**src/pkg/tab_map.vh**
```
// register map, field positions and reset values of the ability register bank
`ifndef TAB_MAP_VH
`define TAB_MAP_VH

// register offsets, at the management register port
`define TAB_OFS_ADV_UPPER 16'h0204
`define TAB_OFS_LP_LOW 16'h0205
`define TAB_OFS_LP_MID 16'h0206
`define TAB_OFS_LP_HIGH 16'h0207

// reset values
`define TAB_RST_ADV_UPPER 16'h0000
`define TAB_RST_LP_WORD 16'h0000

// local advertisement, upper word
`define TAB_BIT_HI_ABL 13
`define TAB_BIT_HI_REQ 12

// partner base page, low word
`define TAB_BIT_LP_NEXT_PAGE 15
`define TAB_BIT_LP_ACK 14
`define TAB_BIT_LP_FAULT 13
`define TAB_BIT_LP_FORCE 12
`define TAB_FLD_LP_PAUSE_HI 11
`define TAB_FLD_LP_PAUSE_LO 10
`define TAB_FLD_LP_SEL_HI 4
`define TAB_FLD_LP_SEL_LO 0

// partner base page, middle word
`define TAB_BIT_LP_LEADER 4

// partner base page, high word
`define TAB_BIT_LP_HI_ABL 13
`define TAB_BIT_LP_HI_REQ 12

// implemented bits; reserved bits read as zero
`define TAB_MASK_ADV_UPPER 16'h3000
`define TAB_MASK_LP_LOW 16'hfc1f
`define TAB_MASK_LP_MID 16'h40f0
`define TAB_MASK_LP_HIGH 16'h7800

`endif

```
**src/rtl/tab_strap_latch.v**
```verilog
// catches the transmit-level straps once, at the first edge after reset release
`timescale 1ns/1ps
`default_nettype none

module tab_strap_latch (
  // clock and reset
  input wire clk_i,
  input wire rst_n_i,
  // strap pins
  input wire strap_hi_abl_i,
  input wire strap_hi_req_i,
  // captured values
  output reg load_o,
  output reg hi_abl_o,
  output reg hi_req_o
);

  reg done_r;

  // the async reset may only load constants, so the pins are sampled after release
  always @(posedge clk_i or negedge rst_n_i)
  begin
    if (!rst_n_i)
    begin
      done_r <= 1'b0;
      load_o <= 1'b0;
      hi_abl_o <= 1'b0;
      hi_req_o <= 1'b0;
    end
    else
    begin
      load_o <= 1'b0;
      if (!done_r)
      begin
        done_r <= 1'b1;
        load_o <= 1'b1;
        hi_abl_o <= strap_hi_abl_i;
        hi_req_o <= strap_hi_req_i;
      end
    end
  end

endmodule // tab_strap_latch

`default_nettype wire

```
**src/rtl/tab_tx_level_resolve.v**
```verilog
// resolves the transmit amplitude from local and partner high-level bits
`timescale 1ns/1ps
`default_nettype none

module tab_tx_level_resolve (
  // clock and reset
  input wire clk_i,
  input wire rst_n_i,
  // local advertisement
  input wire loc_abl_i,
  input wire loc_req_i,
  // partner advertisement
  input wire lp_valid_i,
  input wire lp_abl_i,
  input wire lp_req_i,
  // result: 1 high level, 0 low level
  output reg level_high_o
);

  // low level until a partner page is in hand: safe for any partner
  always @(posedge clk_i or negedge rst_n_i)
  begin
    if (!rst_n_i)
    begin
      level_high_o <= 1'b0;
    end
    else if (!lp_valid_i || !loc_abl_i || !lp_abl_i)
    begin
      level_high_o <= 1'b0;
    end
    else
    begin
      level_high_o <= loc_req_i | lp_req_i;
    end
  end

endmodule // tab_tx_level_resolve

`default_nettype wire

```
**src/rtl/tab_ability_regs.v**
```verilog
// autonegotiation ability register bank: local upper advertisement and partner base page
//
// Strobed register access was chosen for this implementation.
`timescale 1ns/1ps
`default_nettype none
`include "tab_map.vh"

module tab_ability_regs (
  // clock and reset
  input wire clk_i,
  input wire rst_n_i,
  // register port
  input wire [15:0] reg_addr_i,
  input wire [15:0] reg_wdata_i,
  input wire reg_wr_i,
  input wire reg_rd_i,
  output reg [15:0] reg_rdata_o,
  // strap pins
  input wire strap_hi_abl_i,
  input wire strap_hi_req_i,
  // received base page from the autonegotiation receiver
  input wire an_restart_i,
  input wire lp_page_valid_i,
  input wire [47:0] lp_page_i,
  // local advertisement towards the autonegotiation transmitter
  output wire adv_hi_abl_o,
  output wire adv_hi_req_o,
  // resolved transmit level
  output wire tx_level_high_o,
  // partner state towards the rest of the phy
  output reg lp_page_seen_o,
  output wire partner_more_pages_flag_o,
  output wire partner_codeword_acknowledged_o,
  output wire partner_far_fault_o,
  output wire partner_role_forced_o,
  output wire partner_role_leader_o,
  output wire [1:0] partner_flow_pause_ability_o
);

  // address match, shared by write, read and snapshot decode
  function hit;
    input [15:0] addr;
    input [15:0] ofs;
    begin
      hit = (addr == ofs);
    end
  endfunction

  wire strap_load;
  wire strap_abl;
  wire strap_req;
  wire adv_wr;
  wire low_rd;
  wire [31:0] live_up;
  wire [15:0] snap_mid;
  wire [15:0] snap_high;

  reg hi_abl_r;
  reg hi_req_r;
  reg [15:0] lp_low_r;
  reg [15:0] lp_mid_r;
  reg [15:0] lp_high_r;
  reg [15:0] snap_r [0:1];
  reg [15:0] rdata_nxt;

  // whole-word reset value, so each bit can be picked out at its own width
  localparam [15:0] ADV_RST_VAL = `TAB_RST_ADV_UPPER;

  tab_strap_latch u_strap (
    .clk_i(clk_i),
    .rst_n_i(rst_n_i),
    .strap_hi_abl_i(strap_hi_abl_i),
    .strap_hi_req_i(strap_hi_req_i),
    .load_o(strap_load),
    .hi_abl_o(strap_abl),
    .hi_req_o(strap_req)
  );

  assign adv_wr = reg_wr_i & hit(reg_addr_i, `TAB_OFS_ADV_UPPER);
  assign low_rd = reg_rd_i & hit(reg_addr_i, `TAB_OFS_LP_LOW);

  // local high-level bits; strap value becomes the effective reset value
  always @(posedge clk_i or negedge rst_n_i)
  begin
    if (!rst_n_i)
    begin
      hi_abl_r <= ADV_RST_VAL[`TAB_BIT_HI_ABL];
      hi_req_r <= ADV_RST_VAL[`TAB_BIT_HI_REQ];
    end
    else if (strap_load)
    begin
      hi_abl_r <= strap_abl;
      hi_req_r <= strap_req;
    end
    else if (adv_wr)
    begin
      hi_abl_r <= reg_wdata_i[`TAB_BIT_HI_ABL];
      hi_req_r <= reg_wdata_i[`TAB_BIT_HI_REQ];
    end
  end

  assign adv_hi_abl_o = hi_abl_r;
  assign adv_hi_req_o = hi_req_r;

  // live partner words; no write path reaches them, so host writes drop silently
  always @(posedge clk_i or negedge rst_n_i)
  begin
    if (!rst_n_i)
    begin
      lp_low_r <= `TAB_RST_LP_WORD;
      lp_mid_r <= `TAB_RST_LP_WORD;
      lp_high_r <= `TAB_RST_LP_WORD;
      lp_page_seen_o <= 1'b0;
    end
    else if (an_restart_i)
    begin
      lp_low_r <= `TAB_RST_LP_WORD;
      lp_mid_r <= `TAB_RST_LP_WORD;
      lp_high_r <= `TAB_RST_LP_WORD;
      lp_page_seen_o <= 1'b0;
    end
    else if (lp_page_valid_i)
    begin
      lp_low_r <= lp_page_i[15:0] & `TAB_MASK_LP_LOW;
      lp_mid_r <= lp_page_i[31:16] & `TAB_MASK_LP_MID;
      lp_high_r <= lp_page_i[47:32] & `TAB_MASK_LP_HIGH;
      lp_page_seen_o <= 1'b1;
    end
  end

  assign partner_more_pages_flag_o = lp_low_r[`TAB_BIT_LP_NEXT_PAGE];
  assign partner_codeword_acknowledged_o = lp_low_r[`TAB_BIT_LP_ACK];
  assign partner_far_fault_o = lp_low_r[`TAB_BIT_LP_FAULT];
  assign partner_role_forced_o = lp_low_r[`TAB_BIT_LP_FORCE];
  assign partner_role_leader_o = lp_mid_r[`TAB_BIT_LP_LEADER];
  assign partner_flow_pause_ability_o = lp_low_r[`TAB_FLD_LP_PAUSE_HI:`TAB_FLD_LP_PAUSE_LO];

  // snapshot of middle and high words taken at the low-word read; a page landing
  // in the same cycle is missed by both the read and the snapshot, so the set stays coherent
  assign live_up = {lp_high_r, lp_mid_r};

  genvar g;
  generate
    for (g = 0; g < 2; g = g + 1)
    begin : g_snap
      always @(posedge clk_i or negedge rst_n_i)
      begin
        if (!rst_n_i)
        begin
          snap_r[g] <= `TAB_RST_LP_WORD;
        end
        else if (low_rd)
        begin
          snap_r[g] <= live_up[g*16 +: 16];
        end
      end
    end
  endgenerate

  assign snap_mid = snap_r[0];
  assign snap_high = snap_r[1];

  // read mux; unmapped offsets read zero
  always @*
  begin
    rdata_nxt = 16'h0000;
    if (hit(reg_addr_i, `TAB_OFS_ADV_UPPER))
    begin
      rdata_nxt[`TAB_BIT_HI_ABL] = hi_abl_r;
      rdata_nxt[`TAB_BIT_HI_REQ] = hi_req_r;
    end
    else if (hit(reg_addr_i, `TAB_OFS_LP_LOW))
    begin
      rdata_nxt = lp_low_r;
    end
    else if (hit(reg_addr_i, `TAB_OFS_LP_MID))
    begin
      rdata_nxt = snap_mid;
    end
    else if (hit(reg_addr_i, `TAB_OFS_LP_HIGH))
    begin
      rdata_nxt = snap_high;
    end
  end

  // read data stands only in the cycle after the strobe
  always @(posedge clk_i or negedge rst_n_i)
  begin
    if (!rst_n_i)
    begin
      reg_rdata_o <= 16'h0000;
    end
    else if (reg_rd_i)
    begin
      reg_rdata_o <= rdata_nxt;
    end
    else
    begin
      reg_rdata_o <= 16'h0000;
    end
  end

  // amplitude follows the live partner page, not the host snapshot
  tab_tx_level_resolve u_level (
    .clk_i(clk_i),
    .rst_n_i(rst_n_i),
    .loc_abl_i(hi_abl_r),
    .loc_req_i(hi_req_r),
    .lp_valid_i(lp_page_seen_o),
    .lp_abl_i(lp_high_r[`TAB_BIT_LP_HI_ABL]),
    .lp_req_i(lp_high_r[`TAB_BIT_LP_HI_REQ]),
    .level_high_o(tx_level_high_o)
  );

endmodule // tab_ability_regs

`default_nettype wire

```
**config.mk**
```make
export PLATFORM = sky130hd
export DESIGN_NAME = tab_ability_regs
export DESIGN_NICKNAME = d
export VERILOG_FILES = /design/src/rtl/tab_strap_latch.v /design/src/rtl/tab_tx_level_resolve.v /design/src/rtl/tab_ability_regs.v
export VERILOG_INCLUDE_DIRS = /design/src /design/src/pkg
export SDC_FILE = /design/constraint.sdc
export NUM_CORES = 1
export LEC_CHECK = 0
export BUFFER_PORTS_ARGS = -buffer_cell sky130_fd_sc_hd__buf_4
export CAP_MARGIN = 20
export CELL_PAD_IN_SITES_DETAIL_PLACEMENT = 1
export CELL_PAD_IN_SITES_GLOBAL_PLACEMENT = 1
export CORE_ASPECT_RATIO = 1.75
export CORE_MARGIN = 4
export CORE_UTILIZATION = 35
export CTS_BUF_LIST = sky130_fd_sc_hd__clkbuf_8
export DETAILED_ROUTE_END_ITERATION = 10
export PLACE_DENSITY = 0.83
export SLEW_MARGIN = 5
export SYNTH_ARGS = -nofsm -noshare
export SYNTH_HDL_FRONTEND = slang
export SYNTH_SLANG_ARGS = --single-unit
```
**constraint.sdc**
```tcl
create_clock -name clk_i -period 1.03 [get_ports clk_i]
set_input_delay 0.206 -clock clk_i [delete_from_list [all_inputs] [get_ports clk_i]]
set_output_delay 0.206 -clock clk_i [all_outputs]
set_load 0.01 [all_outputs]
```
Word-level counts from Yosys, hierarchy flattened
Cells that the tools add are included.
- flip-flop bits (word level): 104
- logic and storage cells: 49
- equality and inequality tests: 4
- multiplexer cells: 21
- bitwise logic cells: 3
- reductions and logical operators: 7
- operators by type and width (operator ; count):
    2-to-1 mux 16 bit ; 10
    equality test 16 x 10 -> 1 bit, second input constant ; 4
    2-to-1 mux 12 bit ; 1
    2-to-1 mux 1 bit ; 8
    2-to-1 mux 2 bit ; 2
    nonzero test 2 bit ; 2
    logical NOT 1 bit ; 3
    AND 1 bit ; 2
    logical OR 1 bit ; 2
    OR 1 bit ; 1

Longest topological paths before layout
Gate-level depths: netlist of the first run.
- depth in word-level cells: 6
- gate-level depth with buffers: 5
- gate-level depth less buffers: 4

Cells and area by module
From an unflattened synthesis of the first run, not the netlist that was laid out.
- cells, all modules: 166
- area, all modules: 2160.8 µm²
- by module, submodules not included (module ; instances ; cells an instance ; area an instance (µm²)):
    tab_ability_regs ; 1 ; 156 ; 1994.4
    tab_strap_latch ; 1 ; 8 ; 130.1
    tab_tx_level_resolve ; 1 ; 2 ; 36.3

Worst setup path after synthesis of the first run
No wires, ideal clock.
- path kind: in2reg
- from: input reg_addr_i[8]
- to: register snap_r, in the netlist snap_high[14]
- library setup time: 0.125 ns
- arrival time: 1.337 ns
- data required time: 0.905 ns
- setup slack: -0.433 ns
- cell stages on the path: 5
- path through: nor4b_4 nand4_4 nor2_8 buf_12 mux2_4
- longest elaborated chain between the ends: 2
- ends and longest elaborated chain (item ; line ; source):
    from (decl) ; tab_ability_regs.v:13 ; input wire [15:0] reg_addr_i,
    equality test 16 x 10 -> 1 bit ; tab_ability_regs.v:45 ; hit = (addr == ofs);
    AND 1 bit ; tab_ability_regs.v:80 ; assign low_rd = reg_rd_i & hit(reg_addr_i, `TAB_OFS_LP_LOW);
    to (signal, indexed assignment) ; tab_ability_regs.v:150 ; snap_r[g] <= `TAB_RST_LP_WORD;
    to (signal, indexed assignment) ; tab_ability_regs.v:154 ; snap_r[g] <= live_up[g*16 +: 16];
    to (decl) ; tab_ability_regs.v:63 ; reg [15:0] snap_r [0:1];
Every way passes these cells.
A chain may end at the register's enable or synchronous reset.

Worst setup path after layout of the first run
- from: input reg_addr_i[6]
- to: register snap_r, in the netlist snap_mid[7]
Same word-level chain as after synthesis.

==> results by group, run 1 <==
Clocking
  • Worst-case clock buffer depth: 2
  • Clock Pin Slew Worst Setup and Hold Paths: 90 ps
  • Root Driver: clkbuf_8
  • H-tree depth: 2
  • Worst skew pair latency: 300 ps
  • Total CTS buffers: 5
  • Clock Sinks: 51
  • TritonCTS clock tree: done

Critical path
  • Setup slack, reg-to-reg: -10 ps
  • CP max FO: 5
  • Critical Path Source Type: input port
  • Crit Path Category: in -> reg
  • Worst R2R Path Depth: 3
  • CP required: 1210 ps
  • Crit path arrival time: 1470 ps
  • Worst setup EP type: flop

Layout
  • Nets: 344
  • Ant. Diodes: 0
  • Footprint of the multi-input gates: 890 um2
  • Share of layout cells above drive strength 1: 0.514
  • Final Cell Area: 0.00318 mm2
  • Reg area: 0.00128 mm2
  • Area delta synth->final: 46.6%
  • # fillers: 632

Routing
  • Final WL: 6.10 mm
  • Antenna Nets Post-Route: 0
  • TritonRoute pass-1 iters: 4
  • WL/cell: 18.2 um
  • DR vias: 1,595
  • First DRT Iteration DRCs: 35
  • Via density: 4.76
  • DRC Markers: 0

STA
  • Setup TNS: -4780 ps
  • Final setup viols: 30
  • Period utilisation layout: 1.25
  • Slew Limit Fails: 0
  • RSZ-0062 raised after global routing: yes
  • Achievable frequency: 775 MHz
  • Post-layout minimum cycle time: 1290 ps
  • Setup ws final: -260 ps
  • Fin Clk Skew: 11.4 ps
  • Final Hold Viols: 0

Global routing
  • Total gr overflow: 0
  • First-pass GRT wire length: 9.40 mm
  • Pin count of the biggest net entering global routing: 52
  • Initial antenna violation count: 0
  • Number of global-route vias before repair: 1,828
  • Gr usage total: 0.164

Run status
  • Outcome: complete, but fails checks
  • Failing checks: setup timing

Yosys
  • Post-Synthesis Cells: 166
  • Syn_area_per_cell: 13.1 um2
  • Top cells by area, synth: dfrtp_1 59%, mux2i_1 9.7%, nor2_1 4.7%
  • Mapped Area: 0.00217 mm2
  • Yosys reg bits: 51
  • Ys async rst share: 1.00
  • YS warnings: 0
  • Post-synthesis sequential area ratio: 0.588
  • Number of synthesized flops with an enable pin: 0
  • Yosys top cell by area: dfrtp_1
  • Post-synth cell types: 32
  • Synth Flop Type: dfrtp_1
  • Yosys top cell area share: 0.588

Place
  • Port bufs: 70
  • HPWL Detailed: 3.71 mm
  • Placed inst area: 0.00281 mm2
  • GPL Wtd Cong: 0.761

Floorplanning
  • Width of the die: 67.5 um
  • Ports: 115
  • Initial Utilization: 0.364
  • Die height: 112 um
  • Core area: 0.00597 mm2
  • Cell row count: 37
  • Die area: 0.00758 mm2

Pwr
  • VDD IR max: 612 uV
  • Sw Ratio: 0.249
  • Leakage power: 0.00162 uW
  • Switching pwr: 942 uW
  • Comb power frac: 0.147
  • Seq pwr share: 0.560
  • P_int: 2850 uW
  • Clock network fraction of total power: 0.293
  • Power Density: 1190 mW/mm2

Min path
  • Min-delay worst type: in -> reg
  • Hold Crit Depth: 2

Flow run
  • Max Cap Violations: 0
-- cell usage in the layout (no fill, tap or decap), types with 2 or more instances in the layout --
cell,count
nor2_1,25
nor3b_2,2
o22a_1,2
mux2_4,9
conb_1,3
buf_6,29
nor2_4,3
mux2i_1,21
buf_4,62
a2111oi_2,2
nand2_1,5
dfrtp_1,51
clkbuf_8,5
and2_2,6
mux2_2,3
inv_1,4
and2_1,3
nor4_4,2
o21a_1,2
-- area by class of cell --
cell class	count	area share
tap	78	0.0307
clock buffer	5	0.0216
multi-input combinational	102	0.280
sequential	51	0.401
inverter	3	0.00354
timing repair buffer	93	0.258
clock inverter	3	0.00511
-- cells in the mapped netlist (2+ instances only) --
| library cell | instances |
|---|---|
| nor4_4 | 2 |
| inv_1 | 3 |
| clkbuf_1 | 4 |
| buf_2 | 3 |
| nor2_1 | 27 |
| and2_2 | 6 |
| buf_4 | 4 |
| nand2_1 | 5 |
| dfrtp_1 | 51 |
| nor3b_1 | 2 |
| a2111oi_0 | 2 |
| mux2i_1 | 21 |
| o21a_1 | 2 |
| and2_1 | 3 |
| conb_1 | 2 |
| o21ai_0 | 2 |
| mux2_2 | 8 |
| mux2_4 | 4 |
| o22a_1 | 2 |
-- worst paths after layout --
check	startpoint	endpoint
max in group asynchronous	rst_n_i	reg_rdata_o[13]
min	strap_hi_abl_i	u_strap.hi_abl_o
min reg2reg	u_strap.done_r	u_strap.load_o
min in group asynchronous	rst_n_i	reg_rdata_o[10]
max reg2reg	lp_low_r[12]	reg_rdata_o[12]
max	reg_addr_i[6]	snap_mid[7]
-- logic make-up (layout without fill, tap and decap cells) --
group           Yosys count  count (layout)  share of synthesized area
compound gates           11              11                     0.0386
flops                    51              51                      0.588
other cells               2               3                    0.00346
simple gates             54              55                      0.162
buf+inv                  15             104                     0.0421
mux                      33              33                      0.166
-- registers in the layout, indices dropped and copies added, names as in the netlist --
register,count
snap_mid,5
u_strap.hi_req_o,1
u_strap.load_o,1
lp_mid_r,5
lp_high_r,4
u_level.level_high_o,1
lp_page_seen_o,1
reg_rdata_o,14
adv_hi_req_o,1
lp_low_r,11
u_strap.done_r,1
u_strap.hi_abl_o,1
snap_high,4
adv_hi_abl_o,1
-- what timing repair did --
| action | 4_1_cts | 5_1_grt |
|---|---|---|
| endpoints found under the hold margin | 51 | 0 |
| setup buffers | 11 | 3 |
| setup endpoints to repair | 36 | 49 |
| hold buffers | 1 | 0 |
| gates resized for setup | 30 | 16 |
| pin swaps | 9 | 3 |
| cloned | 1 | 0 |
-- per-stage QoR --
stage / hold WS [ps] / setup WS, ps / util / power (uW) / std cells
after floorplan: -89.6 / -407 / - / 2350 / 167
after global placement: 195 / -504 / 0.470 / 2610 / 312
after detailed placement: 200 / -570 / 0.470 / 2630 / 312
after CTS: 121 / -230 / 0.519 / 3810 / 332
after global routing: 117 / -304 / 0.533 / 3980 / 335
final: 127 / -260 / 0.533 / 3790 / 335
-- metal layers --
metal | track usage | vias to the layer above | part of all wire
met4 | 0.0732 | 0 | 0.033
met3 | 0.0270 | 15 | 0.039
li1 | - | 740 | -
met1 | 0.174 | 798 | 0.34
met2 | 0.302 | 42 | 0.59
met5 | 0 | - | 0
-- worst max-delay path, cell delays in order --
cell and delay [ps]:
buf_6 100, nor4_4 350, nand4_4 240, nor2_4 260
mux2_4 320
-- power by group through the flow --
stage,registers (uW),clock network (uW),logic (uW)
2_1_floorplan,2160,0,190
3_3_place_gp,2150,0,458
3_5_place_dp,2160,0,472
4_1_cts,2120,1150,548
5_1_grt,2130,1240,609
6_report,2120,1110,557
(Power assumes the default switching activity.)
==> run 2: changes to the inputs <==
Settings changed: PLACE_DENSITY 0.83 to 0.79, RECOVER_POWER set to 50.
==> run 2 against run 1 <==
The flow still finishes with violations (setup timing); worst hold slack improved by 5.8 ps; global-route usage increased by 1.1 points; final area rose by 2.7%; clock skew about the same; combinational power increased by 4.7%; power grew 1.4%; register-to-register slack about the same; setup slack worse by 8.4 ps; highest routed layer unchanged.
==> results by group, run 2 (synthesized netlist as in run 1, its figures left out) <==
Min path
  • Hold Crit Start: strap_hi_req_i (was strap_hi_abl_i)
  • Min-delay worst type: in -> reg (unchanged)
  • Hold Crit Depth: 2 (unchanged)

Critical path
  • CP max FO: 5 (unchanged)
  • Worst r2r src: lp_mid_r[4] (was lp_low_r[12])
  • Crit path arrival time: 1490 ps (was 1470 ps)
  • CP required: 1220 ps (was 1210 ps)
  • CP Depth: 5 (unchanged)
  • Max incr delay on CP: 370 ps (was 350 ps)
  • Worst R2R Path Depth: 3 (unchanged)
  • Worst Path Buf+Inv: 1 (unchanged)
  • Setup crit start: reg_addr_i[11] (was reg_addr_i[6])
  • Crit path max-delay family: simple AND/OR/NAND/NOR gates (unchanged)
  • Worst setup EP type: flop (unchanged)
  • CP Cell Sequence: buf_8, nor4b_4, nand4_4, nor2_4, mux2_4 (was buf_6, nor4_4, nand4_4, nor2_4, mux2_4)
  • Max stage delay cell, worst path: nor4b_4 (was nor4_4)
  • Setup slack, reg-to-reg: -10 ps (about the same)
  • Crit Path Category: in -> reg (unchanged)
  • Critical Path Source Type: input port (unchanged)

Global routing
  • Number of global-route vias before repair: 1,866 (was 1,828)
  • First-pass GRT wire length: 9.76 mm (was 9.40 mm)
  • Total gr overflow: 0 (unchanged)
  • Pin count of the biggest net entering global routing: 33 (was 52)
  • Gr usage total: 0.175 (was 0.164)
  • Initial antenna violation count: 0 (unchanged)

Clocking
  • Clock Pin Slew Worst Setup and Hold Paths: 90 ps (about the same)
  • TritonCTS clock tree: done (unchanged)
  • Worst skew pair latency: 300 ps (about the same)
  • Total CTS buffers: 5 (unchanged)
  • Root Driver: clkbuf_8 (unchanged)
  • Worst-case clock buffer depth: 2 (unchanged)
  • Clock Sinks: 51 (unchanged)
  • H-tree depth: 2 (unchanged)

Place
  • HPWL Detailed: 3.84 mm (was 3.71 mm)
  • Port bufs: 70 (unchanged)
  • GPL Wtd Cong: 0.796 (was 0.761)
  • Placed insts: 313 (was 312)
  • Placed inst area: 0.00282 mm2 (was 0.00281 mm2)

Layout
  • Number of flip-flops in the largest register: 14 (unchanged)
  • Most frequent cells in the layout: 60 x buf_4, 51 x dfrtp_1, 32 x buf_6 (was 62 x buf_4, 51 x dfrtp_1, 29 x buf_6)
  • Nets: 348 (was 344)
  • Ant. Diodes: 0 (unchanged)
  • Post-Layout Cell Count: 339 (was 335)
  • Area delta synth->final: 50.5% (was 46.6%)
  • Share of layout cells above drive strength 1: 0.533 (was 0.514)
  • Final Cell Area: 0.00327 mm2 (was 0.00318 mm2)
  • Largest regs: reg_rdata_o: 14 flops, lp_low_r: 11 flops (unchanged)
  • Largest reg by FF count: reg_rdata_o (unchanged)
  • Most common cell after layout, fill and taps aside: buf_4 (unchanged)

STA
  • Achievable frequency: 770 MHz (was 775 MHz)
  • RSZ-0062 raised after global routing: yes (unchanged)
  • Period utilisation layout: 1.26 (was 1.25)
  • Slew at the pin closest to its max-slew limit: 525 ps
  • Slew headroom: 0.650
  • Slew Limit Fails: 0 (unchanged)
  • Fin Clk Skew: 11.1 ps (was 11.4 ps)
  • Final setup viols: 33 (was 30)
  • Hold Worst Slack: 132 ps (was 127 ps)
  • Post-layout minimum cycle time: 1300 ps (was 1290 ps)
  • Setup ws final: -269 ps (was -260 ps)
  • Final Hold Viols: 0 (unchanged)

Flow run
  • Max Cap Violations: 0 (unchanged)

Floorplanning
  • Cell row count: 37 (unchanged)
  • Width of the die: 67.5 um (unchanged)
  • Die area: 0.00758 mm2 (unchanged)
  • Core area: 0.00597 mm2 (unchanged)
  • Ports: 115 (unchanged)
  • Initial Utilization: 0.364 (unchanged)
  • Die height: 112 um (unchanged)

Run status
  • Failing checks: setup timing (unchanged)
  • Outcome: complete, but fails checks (unchanged)

Routing
  • Via density: 4.77 (was 4.76)
  • First DRT Iteration DRCs: 59 (was 35)
  • Met2 routed WL: 3.82 mm (was 3.59 mm)
  • Uppermost layer routed: met4 (unchanged)
  • Antenna Nets Post-Route: 0 (unchanged)
  • TritonRoute pass-1 iters: 4 (unchanged)
  • WL/cell: 18.6 um (was 18.2 um)
  • WL met1: 2.17 mm (was 2.07 mm)
  • Final WL: 6.31 mm (was 6.10 mm)
  • DRC Markers: 0 (unchanged)
  • DR vias: 1,616 (was 1,595)
  • WL met3: 174 um (was 239 um)

Pwr
  • VDD IR max: 556 uV (was 612 uV)
  • Leakage power: 0.00166 uW (was 0.00162 uW)
  • Power Density: 1180 mW/mm2 (was 1190 mW/mm2)
## run 2: metal layers
layer	vias up	GRT usage
met5	-	0
met4	0	0.0813
met3	10	0.0260
met2	38	0.323
met1	827	0.185
li1	741	-
## run 2: final timing paths
check | endpoint
max in group asynchronous | snap_high[12]
min | u_strap.hi_req_o
min in group asynchronous | lp_low_r[11]
max reg2reg | snap_mid[4]
max | snap_mid[14]
min reg2reg | u_strap.load_o
## run 2: cell type report
cell class                 count  area (um2)
tap                           78        97.6
multi-input combinational    102         926
inverter                       3        11.3
clock buffer                   5        68.8
sequential                    51        1280
clock inverter                 3        18.8
fill                         616        2710
timing repair buffer          97         868
## run 2: metrics by stage
stage	total power (uW)	worst slack (ps)	setup TNS (ps)	util
4_1_cts	3840	-238	-4370	0.532
5_1_grt	4060	-295	-9150	0.547
6_report	3840	-269	-5020	0.547
2_1_floorplan	2350	-407	-5480	-
3_3_place_gp	2610	-516	-10880	0.471
3_5_place_dp	2630	-580	-12150	0.471
## run 2: where the power goes
part	switching, uW	total [uW]	internal [uW]
registers	51.2	2120	2070
clock network	660	1140	479
logic	258	583	324
## run 2: worst register-to-register path, stage by stage, from the launching register on
cell	delay, ps
dfrtp_1	410
buf_4	140
buf_4	130
mux2_4	250
## run 2: timing repair
action / CTS / global route
endpoints found under the setup margin: 39 / 49
gates cloned: 1 / 0
endpoints found under the hold margin: 19 / 0
buffers inserted: 12 / 5
pin swaps: 14 / 5
resized for setup: 47 / 12
hold buffers: 1 / 0
==> run 3: changes to the inputs <==
Settings changed: GPL_TIMING_DRIVEN set to 0, SETUP_SLACK_MARGIN set to 0.5.
==> run 3 against run 2 <==
The run ends with hold timing, setup timing left; via count grew 0.37%; clock power grew 22%; non-clock buffer count grew 8; worst hold slack lost 170 ps; flip-flop and latch count is the same; combinational power grew 5.5%; final area grew 5.0%; die area is the same; count of clock-buffer cells in the layout is the same; routed wire length shrank 5.0%; sequential share of layout area shrank 1.9 points; clock skew shrank 2.7 ps; largest cell class unchanged.
==> results by group, run 3 (synthesized netlist as in run 1, its figures left out) <==
Critical path
  • Worst Path Buf+Inv: 2 (was 1)
  • Critical Path Source Type: input port (unchanged)
  • Crit Path Category: in -> reg (unchanged)
  • Crit path max-delay family: simple AND/OR/NAND/NOR gates (unchanged)
  • Setup slack, reg-to-reg: 0 ps (was -10 ps)
  • RR Endpoint: reg_rdata_o[12] (was snap_mid[4])
  • Crit path arrival time: 1480 ps (was 1490 ps)
  • Max incr delay on CP: 340 ps (was 370 ps)
  • Worst r2r src: lp_low_r[12] (was lp_mid_r[4])
  • Worst setup EP type: flop (unchanged)
  • CP Cell Sequence: buf_4, nor4_4, nand4_4, nor2_8, buf_12, mux2_4 (was buf_8, nor4b_4, nand4_4, nor2_4, mux2_4)
  • CP max FO: 6 (was 5)
  • Max stage delay cell, worst path: nor4_4 (was nor4b_4)
  • Worst R2R Path Depth: 3 (unchanged)
  • CP required: 1230 ps (was 1220 ps)

Routing
  • First DRT Iteration DRCs: 31 (was 59)
  • Via density: 4.69 (was 4.77)
  • DRC Markers: 0 (unchanged)
  • WL/cell: 17.3 um (was 18.6 um)
  • TritonRoute pass-1 iters: 4 (unchanged)
  • Antenna Nets Post-Route: 0 (unchanged)
  • Final WL: 5.99 mm (was 6.31 mm)
  • DR vias: 1,622 (was 1,616)

Clocking
  • Clock Pin Slew Worst Setup and Hold Paths: 100 ps (was 90 ps)
  • Clock Sinks: 51 (unchanged)
  • TritonCTS clock tree: done (unchanged)
  • Total CTS buffers: 5 (unchanged)
  • Worst skew pair latency: 310 ps (was 300 ps)
  • Worst-case clock buffer depth: 2 (unchanged)
  • H-tree depth: 2 (unchanged)
  • Root Driver: clkbuf_8 (unchanged)

Layout
  • Most frequent cells in the layout: 51 x buf_4, 51 x dfrtp_1, 44 x buf_6 (was 60 x buf_4, 51 x dfrtp_1, 32 x buf_6)
  • Share of layout cells above drive strength 1: 0.537 (was 0.533)
  • Ant. Diodes: 0 (unchanged)
  • Area delta synth->final: 58.0% (was 50.5%)
  • Largest reg by FF count: reg_rdata_o (unchanged)
  • Number of flip-flops in the largest register: 14 (unchanged)
  • Nets: 355 (was 348)
  • Final Cell Area: 0.00343 mm2 (was 0.00327 mm2)
  • Largest regs: reg_rdata_o: 14 flops, lp_low_r: 11 flops (unchanged)

Floorplanning
  • Die area: 0.00758 mm2 (unchanged)
  • Core area: 0.00597 mm2 (unchanged)
  • Cell row count: 37 (unchanged)
  • Die height: 112 um (unchanged)
  • Ports: 115 (unchanged)
  • Initial Utilization: 0.364 (unchanged)
  • Width of the die: 67.5 um (unchanged)

Run status
  • Outcome: complete, but fails checks (unchanged)
  • Failing checks: hold timing, setup timing (was setup timing)

STA
  • Slew headroom: 0.532 (was 0.650)
  • Setup ws final: -255 ps (was -269 ps)
  • Slew Limit Fails: 0 (unchanged)
  • Slew at the pin closest to its max-slew limit: 703 ps (was 525 ps)
  • Final setup viols: 32 (was 33)
  • Final Hold Viols: 51 (was 0)
  • RSZ-0062 raised after global routing: yes (unchanged)
  • Fin Clk Skew: 8.46 ps (was 11.1 ps)
  • Post-layout minimum cycle time: 1290 ps (was 1300 ps)
  • Achievable frequency: 778 MHz (was 770 MHz)
  • Hold Worst Slack: -37.6 ps (was 132 ps)
  • Period utilisation layout: 1.25 (was 1.26)
  • Setup TNS: -5090 ps (was -5020 ps)

Pwr
  • Power Density: 1200 mW/mm2 (was 1180 mW/mm2)
  • Leakage power: 0.00173 uW (was 0.00166 uW)
  • VDD IR max: 874 uV (was 556 uV)
  • Post-route total power: 4130 uW (was 3840 uW)

Global routing
  • Total gr overflow: 0 (unchanged)
  • Initial antenna violation count: 0 (unchanged)
  • Number of global-route vias before repair: 1,838 (was 1,866)
  • Gr usage total: 0.167 (was 0.175)
  • Pin count of the biggest net entering global routing: 52 (was 33)
  • First-pass GRT wire length: 9.38 mm (was 9.76 mm)

Flow run
  • Max Cap Violations: 0 (unchanged)

Place
  • Port bufs: 67 (was 70)
  • Pre-CTS WS: -709 ps (was -580 ps)
  • HPWL Detailed: 3.71 mm (was 3.84 mm)
  • GPL Wtd Cong: 0.711 (was 0.796)
  • Placed inst area: 0.00286 mm2 (was 0.00282 mm2)

Min path
  • Min-delay worst type: in -> async (was in -> reg)
## run 3: changes by cell type in the layout (fill, tap and decap cells not counted), moves of 2 or more
| cell | before | now |
|---|---|---|
| and2_2 | 2 | 5 |
| and2_4 | 4 | 1 |
| buf_4 | 60 | 51 |
| buf_6 | 32 | 44 |
| buf_8 | 1 | 3 |
| clkbuf_1 | 0 | 2 |
| mux2_2 | 3 | 0 |
| mux2_4 | 9 | 12 |
## run 3: where the power goes
part | switching (uW) | leakage (uW) | internal (uW) | total, uW
clock | 666 | 0.0000581 | 724 | 1390
combinational | 258 | 0.000992 | 358 | 615
sequential | 53.1 | 0.000682 | 2070 | 2120
## run 3: area by class of cell
cell class,instances,area [um2]
fillers,601,2540
clock inverters,3,43.8
clock buffers,5,68.8
repair buffers,93,868
inverters,3,11.3
multi-input cells,101,916
flip-flops and latches,51,1280
plain buffers,12,149
well taps,78,97.6
## run 3: how the worst max path moves through the flow
stage | from | to | depth (start not counted)
2_1_floorplan | reg_addr_i[8] | snap_high[14] | 5
3_3_place_gp | reg_addr_i[5] | snap_mid[7] | 6
3_5_place_dp | reg_addr_i[8] | snap_mid[7] | 6
4_1_cts | reg_addr_i[6] | snap_mid[14] | 6
5_1_grt | reg_addr_i[5] | snap_mid[14] | 6
6_report | reg_addr_i[12] | snap_mid[7] | 6
## run 3: metrics by stage
stage           util  cells
6_report       0.574    346
5_1_grt        0.574    346
4_1_cts        0.559    340
3_5_place_dp   0.479    312
3_3_place_gp   0.479    312
2_1_floorplan      -    167
## run 3: what timing repair did
action | 4_1_cts | 5_1_grt
gates resized for setup | 54 | 11
setup buffers | 20 | 6
pin swaps | 9 | 4
setup endpoints to repair | 75 | 75
endpoints found under the hold margin | 51 | 51
## run 3: per-layer routing
layer | GRT usage | up-vias | share of wire
met5 | 0 | - | 0
met4 | 0.0786 | 0 | 0.029
met3 | 0.0220 | 12 | 0.047
met2 | 0.305 | 53 | 0.57
met1 | 0.181 | 799 | 0.36
li1 | - | 758 | -
